**src/include/misc_settings_pkg.sv**
```systemverilog
package misc_settings_pkg;
  // Word-aligned byte addresses of the settings registers.
  localparam logic [4:0] ADR_MISC = 5'h00;
  localparam logic [4:0] ADR_SPECIAL = 5'h04;
  localparam logic [4:0] ADR_WAKE = 5'h08;
  localparam logic [4:0] ADR_SPARE = 5'h0c;
  localparam logic [4:0] ADR_BAND = 5'h10;
  localparam logic [4:0] ADR_STATUS = 5'h14;

  localparam logic [7:0] RST_MISC = 8'h00;
  localparam logic [7:0] RST_SPECIAL = 8'hc0;
  localparam logic [7:0] RST_WAKE = 8'h40;
  localparam logic [7:0] RST_SPARE = 8'h00;
  localparam logic [7:0] RST_BAND = 8'h01;

  // Field positions.
  localparam int B_GLOBAL_REPLY = 0;
  localparam int B_COLL_AVOID = 1;
  localparam int B_FORCED_CR = 2;
  localparam int B_TERM_EDIT = 4;
  localparam int B_DCD_CLOCK = 4;
  localparam int B_SHORT_DELAY = 5;
  localparam int B_CTRL_CHAN = 6;
  localparam int B_WAKE_EN = 7;
  localparam int B_MON_LO = 4;

  localparam logic [7:0] CR_BYTE = 8'h0d;
  localparam logic [7:0] GLOBAL_ADR_LO = 8'd240;
  localparam logic [7:0] GLOBAL_ADR_HI = 8'd254;

  localparam logic [3:0] BAND_FORCED = 4'h0;
  localparam logic [3:0] BAND_DEFAULT = 4'h1;
  localparam logic [3:0] BAND_BAD = 4'h2;
  localparam logic [3:0] BAND_LAST = 4'h6;

  localparam logic [1:0] MON_OFF = 2'b00;
  localparam logic [1:0] MON_100K = 2'b01;
  localparam logic [1:0] MON_1M14 = 2'b10;
  localparam logic [1:0] MON_8M = 2'b11;

  localparam int CLK_HZ = 50_000_000;
  localparam int F_100K_HZ = 100_000;
  localparam int F_1M14_HZ = 1_140_000;
  localparam int F_8M_HZ = 8_000_000;
  // Half periods round down, so the rates come out at or above nominal.
  localparam logic [7:0] HALF_100K = 8'(CLK_HZ / (2 * F_100K_HZ));
  localparam logic [7:0] HALF_1M14 = 8'(CLK_HZ / (2 * F_1M14_HZ));
  localparam logic [7:0] HALF_8M = 8'(CLK_HZ / (2 * F_8M_HZ));

  typedef struct packed {
    logic cyc;
    logic stb;
    logic we;
    logic [4:0] adr;
    logic sel;
    logic [7:0] dat;
  } wb_req_s;
endpackage : misc_settings_pkg

```
**src/verilog/mon_clk_div.sv**
```systemverilog
`timescale 1ns/1ns
`default_nettype none
module mon_clk_div (
  input wire logic ref_clk,
  input wire logic rst,
  input wire logic en,
  input wire logic [7:0] half,
  output logic clk_out
);
  logic [7:0] cnt_q;
  logic out_q;
  wire wrap = (cnt_q >= half - 8'h01);

  always_ff @(posedge ref_clk or posedge rst) begin
    if (rst) begin
      cnt_q <= 8'h00;
      out_q <= 1'b0;
    end else if (!en) begin
      cnt_q <= 8'h00;
      out_q <= 1'b0;
    end else if (wrap) begin
      cnt_q <= 8'h00;
      out_q <= ~out_q;
    end else begin
      cnt_q <= cnt_q + 8'h01;
    end
  end

  assign clk_out = out_q;
endmodule : mon_clk_div
`default_nettype wire

```
**src/verilog/modem_misc_settings_bank.sv**
```systemverilog
`timescale 1ns/1ns
`default_nettype none
module modem_misc_settings_bank
  import misc_settings_pkg::*;
#(
  parameter int CNT_W = 16
) (
  input wire logic ref_clk,
  input wire logic rst,
  input wire wb_req_s wb_req,
  output logic [7:0] wb_dat_o,
  output logic wb_ack_o,
  input wire logic [CNT_W-1:0] interval_cycles,
  input wire logic line_busy,
  input wire logic tx_pending,
  output logic tx_grant,
  output logic cr_strobe,
  output logic [7:0] out_byte,
  input wire logic [7:0] cmd_addr,
  output logic reply_allow,
  input wire logic headerless_mode,
  output logic term_edit_en,
  input wire logic direct_mode,
  output logic short_delay,
  input wire logic dcd_legacy,
  input wire logic dcd_sync_clk,
  output logic dcd_out,
  output logic wake_mode_en,
  output logic listen_lowest_freq,
  output logic monitor_clk,
  output logic [3:0] band_sel,
  output logic band_invalid
);
  logic [7:0] misc_q, special_q, wake_q, spare_q, band_q;
  logic ack_q;
  logic [7:0] rdat_q;
  logic busy_m_q, busy_q;
  logic [CNT_W-1:0] cnt_q;
  logic traffic_q;
  logic [7:0] byte_q;

  // Bus decode.
  wire req = wb_req.cyc && wb_req.stb && !ack_q;
  wire wr = req && wb_req.we && wb_req.sel;
  wire wr_misc = wr && (wb_req.adr == ADR_MISC);
  wire wr_special = wr && (wb_req.adr == ADR_SPECIAL);
  wire wr_wake = wr && (wb_req.adr == ADR_WAKE);
  wire wr_spare = wr && (wb_req.adr == ADR_SPARE);
  wire wr_band = wr && (wb_req.adr == ADR_BAND);

  wire coll_avoid = misc_q[B_COLL_AVOID];
  wire forced_cr = misc_q[B_FORCED_CR];
  wire [3:0] band_raw = band_q[3:0];
  wire [1:0] mon_sel = band_q[B_MON_LO+1:B_MON_LO];

  wire [7:0] status = {band_invalid, traffic_q, busy_q, 1'b0, band_sel};
  wire [7:0] rd_mux =
    (wb_req.adr == ADR_MISC) ? misc_q :
    (wb_req.adr == ADR_SPECIAL) ? special_q :
    (wb_req.adr == ADR_WAKE) ? wake_q :
    (wb_req.adr == ADR_SPARE) ? spare_q :
    (wb_req.adr == ADR_BAND) ? band_q :
    (wb_req.adr == ADR_STATUS) ? status : 8'h00;

  // Defaults on reset.
  // reset defaults
  always_ff @(posedge ref_clk or posedge rst) begin
    if (rst) begin
      misc_q <= RST_MISC;
      special_q <= RST_SPECIAL;
      wake_q <= RST_WAKE;
      spare_q <= RST_SPARE;
      band_q <= RST_BAND;
    end else begin
      if (wr_misc) misc_q <= wb_req.dat;
      if (wr_special) special_q <= wb_req.dat;
      if (wr_wake) wake_q <= wb_req.dat;
      if (wr_spare) spare_q <= wb_req.dat;
      if (wr_band) band_q <= wb_req.dat;
    end
  end

  always_ff @(posedge ref_clk or posedge rst) begin
    if (rst) begin
      ack_q <= 1'b0;
      rdat_q <= 8'h00;
    end else begin
      ack_q <= req;
      rdat_q <= rd_mux;
    end
  end

  assign wb_ack_o = ack_q;
  assign wb_dat_o = rdat_q;

  // The line-busy pin is asynchronous to this clock.
  always_ff @(posedge ref_clk or posedge rst) begin
    if (rst) begin
      busy_m_q <= 1'b0;
      busy_q <= 1'b0;
    end else begin
      busy_m_q <= line_busy;
      busy_q <= busy_m_q;
    end
  end

  // Measurement is armed unless avoidance waits for foreign traffic.
  // wait for traffic
  wire armed = !coll_avoid || forced_cr || traffic_q;
  // Reaching or passing the limit both count, so that lowering the interval
  // below the running count cannot stall output for a full counter wrap.
  wire at_limit = (cnt_q >= interval_cycles);
  wire timeout = armed && at_limit && !(coll_avoid && busy_q);

  // A busy line restarts the interval; without avoidance it is ignored.
  // restart on busy
  always_ff @(posedge ref_clk or posedge rst) begin
    if (rst) begin
      cnt_q <= '0;
    end else if ((coll_avoid && busy_q) || timeout) begin
      cnt_q <= '0;
    end else if (!at_limit) begin
      cnt_q <= cnt_q + CNT_W'(1);
    end
  end

  // Every interval timeout consumes the seen traffic, with or without output; a new busy cycle wins the clear.
  always_ff @(posedge ref_clk or posedge rst) begin
    if (rst) begin
      traffic_q <= 1'b0;
    end else if (busy_q) begin
      traffic_q <= 1'b1;
    end else if (timeout) begin
      traffic_q <= 1'b0;
    end
  end

  assign tx_grant = coll_avoid ? (timeout && tx_pending) : tx_pending;
  assign cr_strobe = timeout && forced_cr && !tx_pending;

  always_ff @(posedge ref_clk or posedge rst) begin
    if (rst) begin
      byte_q <= 8'h00;
    end else if (cr_strobe) begin
      byte_q <= CR_BYTE;
    end
  end
  assign out_byte = byte_q;

  wire is_global = (cmd_addr >= GLOBAL_ADR_LO) && (cmd_addr <= GLOBAL_ADR_HI);
  assign reply_allow = !is_global || misc_q[B_GLOBAL_REPLY];

  assign term_edit_en = headerless_mode && misc_q[B_TERM_EDIT];
  assign short_delay = direct_mode && special_q[B_SHORT_DELAY];
  wire dcd_clk_mode = direct_mode && special_q[B_DCD_CLOCK];
  assign dcd_out = dcd_clk_mode ? dcd_sync_clk : dcd_legacy;
  assign wake_mode_en = wake_q[B_WAKE_EN];
  assign listen_lowest_freq = wake_q[B_WAKE_EN] && wake_q[B_CTRL_CHAN];

  assign band_invalid = (band_raw == BAND_BAD) || (band_raw > BAND_LAST);
  assign band_sel = (band_raw == BAND_FORCED) ? BAND_DEFAULT : band_raw;

  wire [7:0] mon_half =
    (mon_sel == MON_100K) ? HALF_100K :
    (mon_sel == MON_1M14) ? HALF_1M14 : HALF_8M;

  mon_clk_div u_mon_div (
    .ref_clk(ref_clk),
    .rst(rst),
    .en(mon_sel != MON_OFF),
    .half(mon_half),
    .clk_out(monitor_clk)
  );
endmodule : modem_misc_settings_bank
`default_nettype wire

```
**config.mk**
```make
export PLATFORM = sky130hd
export DESIGN_NAME = modem_misc_settings_bank
export DESIGN_NICKNAME = d
export VERILOG_FILES = /design/src/include/misc_settings_pkg.sv /design/src/verilog/mon_clk_div.sv /design/src/verilog/modem_misc_settings_bank.sv
export SDC_FILE = /design/constraint.sdc
export NUM_CORES = 1
export LEC_CHECK = 0
export BUFFER_PORTS_ARGS = -buffer_cell sky130_fd_sc_hd__buf_2
export CAP_MARGIN = 20
export CORE_ASPECT_RATIO = 1.5
export CORE_MARGIN = 2
export CORE_UTILIZATION = 45
export DETAILED_ROUTE_END_ITERATION = 6
export GPL_TIMING_DRIVEN = 0
export PLACE_DENSITY = 0.72
export SYNTH_ARGS = -nofsm -noshare
export SYNTH_HDL_FRONTEND = slang
export SYNTH_SLANG_ARGS = --single-unit
```
**constraint.sdc**
```tcl
create_clock -name ref_clk -period 2.1 [get_ports ref_clk]
set_input_delay 0.21 -clock ref_clk [delete_from_list [all_inputs] [get_ports ref_clk]]
set_output_delay 0.21 -clock ref_clk [all_outputs]
set_load 0.02 [all_outputs]
```
Yosys cells after proc, flatten, opt, wreduce, memory -nomap -nowiden
Cells that the tools add are included.
{ "word_totals": {"ff_bits": 78, "output_inout_bits": 31} }
{ "classes": {"add_sub_neg": 3, "magnitude_cmp": 5, "n_eq_ne": 10, "mux": 19, "bitwise_logic": 1, "n_reduce_logical": 34} }
{ "ops": {"columns": ["operator", "n"], "rows": [
  ["2-to-1 mux 8 bit", 9],
  ["2-to-1 mux 16 bit", 2],
  ["logical AND 1 bit", 20],
  ["adder 16 x 1 -> 16 bit, second input constant", 1],
  ["greater-or-equal comparator 16 bit", 1],
  ["== test 5 x 4 -> 1 bit, second input constant", 2],
  ["== test 5 bit, second input constant", 2],
  ["adder 8 x 1 -> 8 bit, second input constant", 1],
  ["greater-or-equal comparator 8 bit", 1],
  ["greater-or-equal comparator 8 bit, second input constant", 1],
  ["less-or-equal comparator 8 bit, second input constant", 1],
  ["subtractor 8 x 1 -> 8 bit, second input constant", 1],
  ["2-to-1 mux 1 bit", 6],
  ["== test 5 x 3 -> 1 bit, second input constant", 1],
  ["logical NOT 1 bit", 5],
  ["logical NOT 5 bit", 1],
  ["logical OR 1 bit", 5],
  ["2-to-1 mux 5 bit", 1],
  ["== test 4 x 2 -> 1 bit, second input constant", 1],
  ["> comparator 4 x 3 -> 1 bit, second input constant", 1],
  ["logical NOT 4 bit", 1],
  ["2-to-1 mux 4 bit", 1],
  ["nonzero test 2 bit", 2],
  ["== test 2 x 1 -> 1 bit, second input constant", 1],
  ["4 further kinds", 4]
]} }

Depth between registers and ports, before layout
{ "logic_depth": {"ltp_word": 8, "ltp_mapped": 9} }

Cells and area by module
From an unflattened synthesis, not the netlist that was laid out.
{ "hier_totals": {"hier_cells": 427, "area_unflattened_um2": 4593.2} }
{ "by_module_without_submodules": {"columns": ["module", "instances", "cells_per_inst", "area_each_um2", "seq_area_each_um2"], "rows": [
  ["modem_misc_settings_bank", 1, 347, 3796.1, 1731.7],
  ["mon_clk_div", 1, 80, 797.0, 225.2]
]} }

Least setup slack after synthesis
Ideal clock, no wire load.
{ "synth_timing": {"kind": "flip-flop to flip-flop", "from": "register cnt_q[14]", "to": "register, netlist name out_byte[0]", "setup_ps": 66, "t_arrival_ps": 2294, "slack_ps": -260, "path_stages_with_launch": 8, "n_path_buf": 0, "period_less_slack_ps": 2360, "path_cell_list": "dfrtp_1 ha_1 nand4_1 nor4_1 a32oi_2 and2_2 nor4b_2 or2_2"} }
{ "synth_via": {"elab_chain_len": 5} }
{ "synth_lines": {"columns": ["item", "line", "text"], "rows": [
  ["from (decl)", "modem_misc_settings_bank.sv:38", "logic [CNT_W-1:0] cnt_q;"],
  ["from (signal assigned)", "modem_misc_settings_bank.sv:123", "cnt_q <= cnt_q + CNT_W'(1);"],
  ["greater-or-equal comparator 16 bit", "modem_misc_settings_bank.sv:112", "wire at_limit = (cnt_q >= interval_cycles);"],
  ["logical AND 1 bit (2 in series)", "modem_misc_settings_bank.sv:113", "wire timeout = armed && at_limit && !(coll_avoid && busy_q);"],
  ["logical AND 1 bit (2 in series)", "modem_misc_settings_bank.sv:139", "assign cr_strobe = timeout && forced_cr && !tx_pending;"],
  ["via cr_strobe", "modem_misc_settings_bank.sv:17", "output logic cr_strobe,"]
]} }
The timed path passes the listed nets, and every way through them passes these cells.
A chain may end at the register's enable or synchronous reset.

Final worst setup path
{ "layout_timing": {"from": "register cnt_q[0]", "to": "output port tx_grant"} }
{ "layout_via": {"elab_chain_len": 5} }
{ "layout_lines": {"columns": ["item", "line", "text"], "rows": [
  ["greater-or-equal comparator 16 bit", "modem_misc_settings_bank.sv:112", null],
  ["logical AND 1 bit (2 in series)", "modem_misc_settings_bank.sv:113", null],
  ["logical AND 1 bit", "modem_misc_settings_bank.sv:138", "assign tx_grant = coll_avoid ? (timeout && tx_pending) : tx_pending;"],
  ["2-to-1 mux 1 bit", "modem_misc_settings_bank.sv:138", null],
  ["to (decl)", "modem_misc_settings_bank.sv:16", "output logic tx_grant,"]
]} }
No other way between the ends.

==> impl_metrics.json <==
{
  "cts_inserted_buffers": 9,
  "grt_setup_unrepaired": "yes",
  "seq_area_sq_um": 1960,
  "syn-cell-area_sq_um": 4320,
  "n_fill_cell": 733,
  "setup_viol": 20,
  "drive_above_1_share_pct": 41.2,
  "p_leak_uw": 0.00282,
  "failed_checks": "setup timing",
  "finalHoldViolCount": 0,
  "min_period_ns": 2.64,
  "r2r_slack_ns": -0.28,
  "synth_simple_gate_area_share_pct": 15.3,
  "cp-end-kind": "output port",
  "synthXorXnorAreaFrac_pct": 1.62,
  "portBuffers": 73,
  "cts.clk_slew.worst_paths_ns": 0.06,
  "path_cells": "inv_1, ha_1, nand2b_4, a2111o_1, a32oi_2, and2_4, buf_6, o31ai_4, and2_4, buf_6",
  "fin_area_sq_um": 5710,
  "antenna_found_initial": 0,
  "dr.pass1.iters": 4,
  "clockBufferDepth": 2,
  "die_w_um": 84.0,
  "ys_async_sr_fraction_pct": 100,
  "synth_compound_area_share_pct": 12.2,
  "dp.cells": 610,
  "gp_congestion": 0.886,
  "yosys_most_used_dff": "dfrtp_1",
  "gr-total-overflow": 0,
  "clk_latency_ns": 0.33,
  "finClkSkew_ns": 0.00360,
  "maxSlewViolCount": 0,
  "relSlewSlack_pct": 45.4,
  "yosys_register_bits": 78,
  "drcViolationCount": 0,
  "clock.fmax_mhz": 379,
  "synth_edf_count": 0,
  "synth_top_family_by_area": "simple AND/OR/NAND/NOR gates",
  "period_share_pct": 126,
  "die_h_um": 124,
  "crit_path_max_fanout": 2,
  "netlist_instances": 420,
  "p_per_area_nw_per_um2": 760,
  "core_sq_um": 9310,
  "cp_slowest_cell": "a2111o_1",
  "hpwlAfterDp_mm": 7.39,
  "final_nets": 615,
  "hold_class": "in -> async",
  "cts_tree": "done",
  "wl_per_cell_um": 16.8,
  "grtUsageTotal_pct": 21.0,
  "grt_pass1_wl_mm": 17.3,
  "avgSynthCellArea_sq_um": 10.3,
  "p_total_uw": 4340,
  "drv_cap": 0,
  "start_util_pct": 46.4,
  "synthToLayoutAreaGrowth_pct": 32.1,
  "grt_max_degree": 43,
  "row_count": 43,
  "outcome": "complete, but fails checks",
  "startpoint_type": "flop",
  "ios": 80,
  "crit_arrival_ns": 2.43,
  "worst-setup-path-type": "reg -> out",
  "fin_ws_ns": -0.540,
  "finalNonFillerCells": 653,
  "dieArea_sq_um": 10400,
  "muxShareOfSynthArea_pct": 11.1,
  "multi_input_area_sq_um": 2390,
  "cp_data_required_time_ns": 1.89,
  "placed_cell_area_sq_um": 4890,
  "synth_cell_types": 58,
  "ant_nets": 0,
  "synthAdderAreaFrac_pct": 8.40,
  "worst_path_largest_cell_delay_ns": 0.40,
  "clock_sinks": 78,
  "post_drt_via_cell_ratio": 5.62,
  "drt_iter0_markers": 187,
  "ir_worst_vdd_uv": 530,
  "vias": 3672,
  "tightest_slew_ns": 0.817,
  "cts.htree.levels": 3,
  "yosys_warnings": 0,
  "diodes": 0,
  "wl_mm": 11.0,
  "grt_pass1_vias": 3714,
  "ys_seq_area_share_pct": 45.3,
  "cts_root_buffer": "clkbuf_16"
}
synth_stat cells, types with 2 or more instances:
library cell / count / share of area [%]
o21a_1: 4 / 0.70
a21oi_1: 25 / 2.9
dfrtp_1: 74 / 43
or2_2: 2 / 0.29
and3_1: 8 / 1.2
nand3_1: 17 / 2.0
a22oi_1: 2 / 0.35
buf_4: 7 / 1.2
buf_2: 3 / 0.35
a221oi_1: 4 / 0.81
a311oi_1: 2 / 0.41
nand2_1: 31 / 2.7
clkbuf_1: 9 / 0.78
o21ai_0: 19 / 2.2
inv_1: 36 / 3.1
nand4_1: 6 / 0.87
ha_1: 29 / 8.4
buf_6: 2 / 0.52
o22ai_1: 4 / 0.58
a21o_1: 5 / 0.87
nor3b_1: 2 / 0.35
dfstp_2: 4 / 2.4
o311ai_0: 3 / 0.61
mux2i_1: 3 / 0.70
nor2b_1: 2 / 0.29
mux2_2: 40 / 10
xnor2_1: 2 / 0.41
nor4_1: 2 / 0.29
and2_1: 9 / 1.3
nor3_1: 5 / 0.58
nor2_1: 22 / 1.9
or3_1: 4 / 0.58
a222oi_1: 3 / 0.70
xor2_1: 6 / 1.2
worst max-delay path: cells and delay by family (launching register included):
| kind | cells | cell delay (ns) |
|---|---|---|
| flip-flops | 1 | 0.34 |
| buffers and inverters | 3 | 0.27 |
| AND/OR/NAND/NOR | 3 | 0.49 |
| AO/OA/AOI/OAI | 3 | 0.75 |
| adder cells (fa/ha/maj) | 1 | 0.26 |
cell families after synthesis:
| group | count (synthesis) |
|---|---|
| AO/OA/AOI/OAI | 81 |
| XOR/XNOR | 8 |
| adder cells (fa/ha/maj) | 29 |
| buffers and inverters | 57 |
| flip-flops | 78 |
| multiplexers | 43 |
| other | 1 |
| AND/OR/NAND/NOR | 123 |
where the power goes:
group	switching, uW	internal [uW]	leakage [uW]
logic	519	482	0.00166
clock network	571	941	0.000141
registers	167	1660	0.00102
total	1260	3080	0.00282
cell type report:
class,count,area share (%)
inverters,36,2.43
flip-flops and latches,78,34.4
repair buffers,102,11.3
plain buffers,21,2.50
clock buffers,11,4.25
multi-input cells,289,41.9
clock inverters,4,0.833
well taps,112,2.46
layer usage:
metal,routed length (um),global-route usage [%],part of all wire (%)
met1,4220,22.5,38
met2,6130,40.2,56
met3,469,3.91,4.3
met4,162,9.38,1.5
met5,0,0,0
stage by stage:
stage | TNS (ns) | setup slack, ns | hold WS, ns | utilization, %
after floorplan | -0.344 | -0.0891 | 0.241 | -
after global placement | -6.03 | -0.482 | 0.322 | 52.4
after detailed placement | -7.08 | -0.465 | 0.321 | 52.6
after CTS | -3.82 | -0.573 | 0.0531 | 59.6
after global routing | -6.26 | -0.649 | 0.0822 | 61.3
final | -4.45 | -0.540 | 0.0305 | 61.3
state kept, by name (all words and copies together) (netlist names), 8 cells and up:
signal	flops
wake_q	8
misc_q	8
cnt_q	16
special_q	8
u_mon_div.cnt_q	8
wb_dat_o	8
band_q	8
spare_q	8
repair_timing:
item,4_1_cts,5_1_grt
resized for setup,48,28
endpoints found under the hold margin,1,0
setup endpoints to repair,28,32
gates cloned,2,0
setup buffers,19,7
hold buffers,1,0
pin swaps,24,12
worst paths after layout:
check / cells past startpoint / from / end
worst max-delay path: 10 / cnt_q[0]$_DFFE_PP0P_ / tx_grant
worst min-delay path: 2 / rst / out_byte[0]$_DFFE_PP0P_
worst max register to register: 10 / cnt_q[0]$_DFFE_PP0P_ / cnt_q[8]$_DFFE_PP0P_
worst min register to register: 0 / busy_m_q$_DFF_PP0_ / busy_q$_DFF_PP0_
max in group asynchronous: 3 / rst / cnt_q[1]$_DFFE_PP0P_
min in group ref_clk: 3 / wb_req[15] / wb_ack_o$_DFF_PP0_
placed cells by master, fill, tap and decap left out, types with 6 or more instances in the layout:
cell type,instances
nand3_1,15
nand4_1,6
buf_6,10
inv_1,31
buf_4,27
dfrtp_1,70
a21oi_1,20
nor2_1,22
clkbuf_1,10
and2_1,8
nand2_1,28
xor2_1,6
mux2_2,39
clkbuf_16,9
ha_4,6
and3_1,8
ha_1,22
o21ai_0,11
buf_2,71
Note: power is estimated with default switching activity, not from simulation.
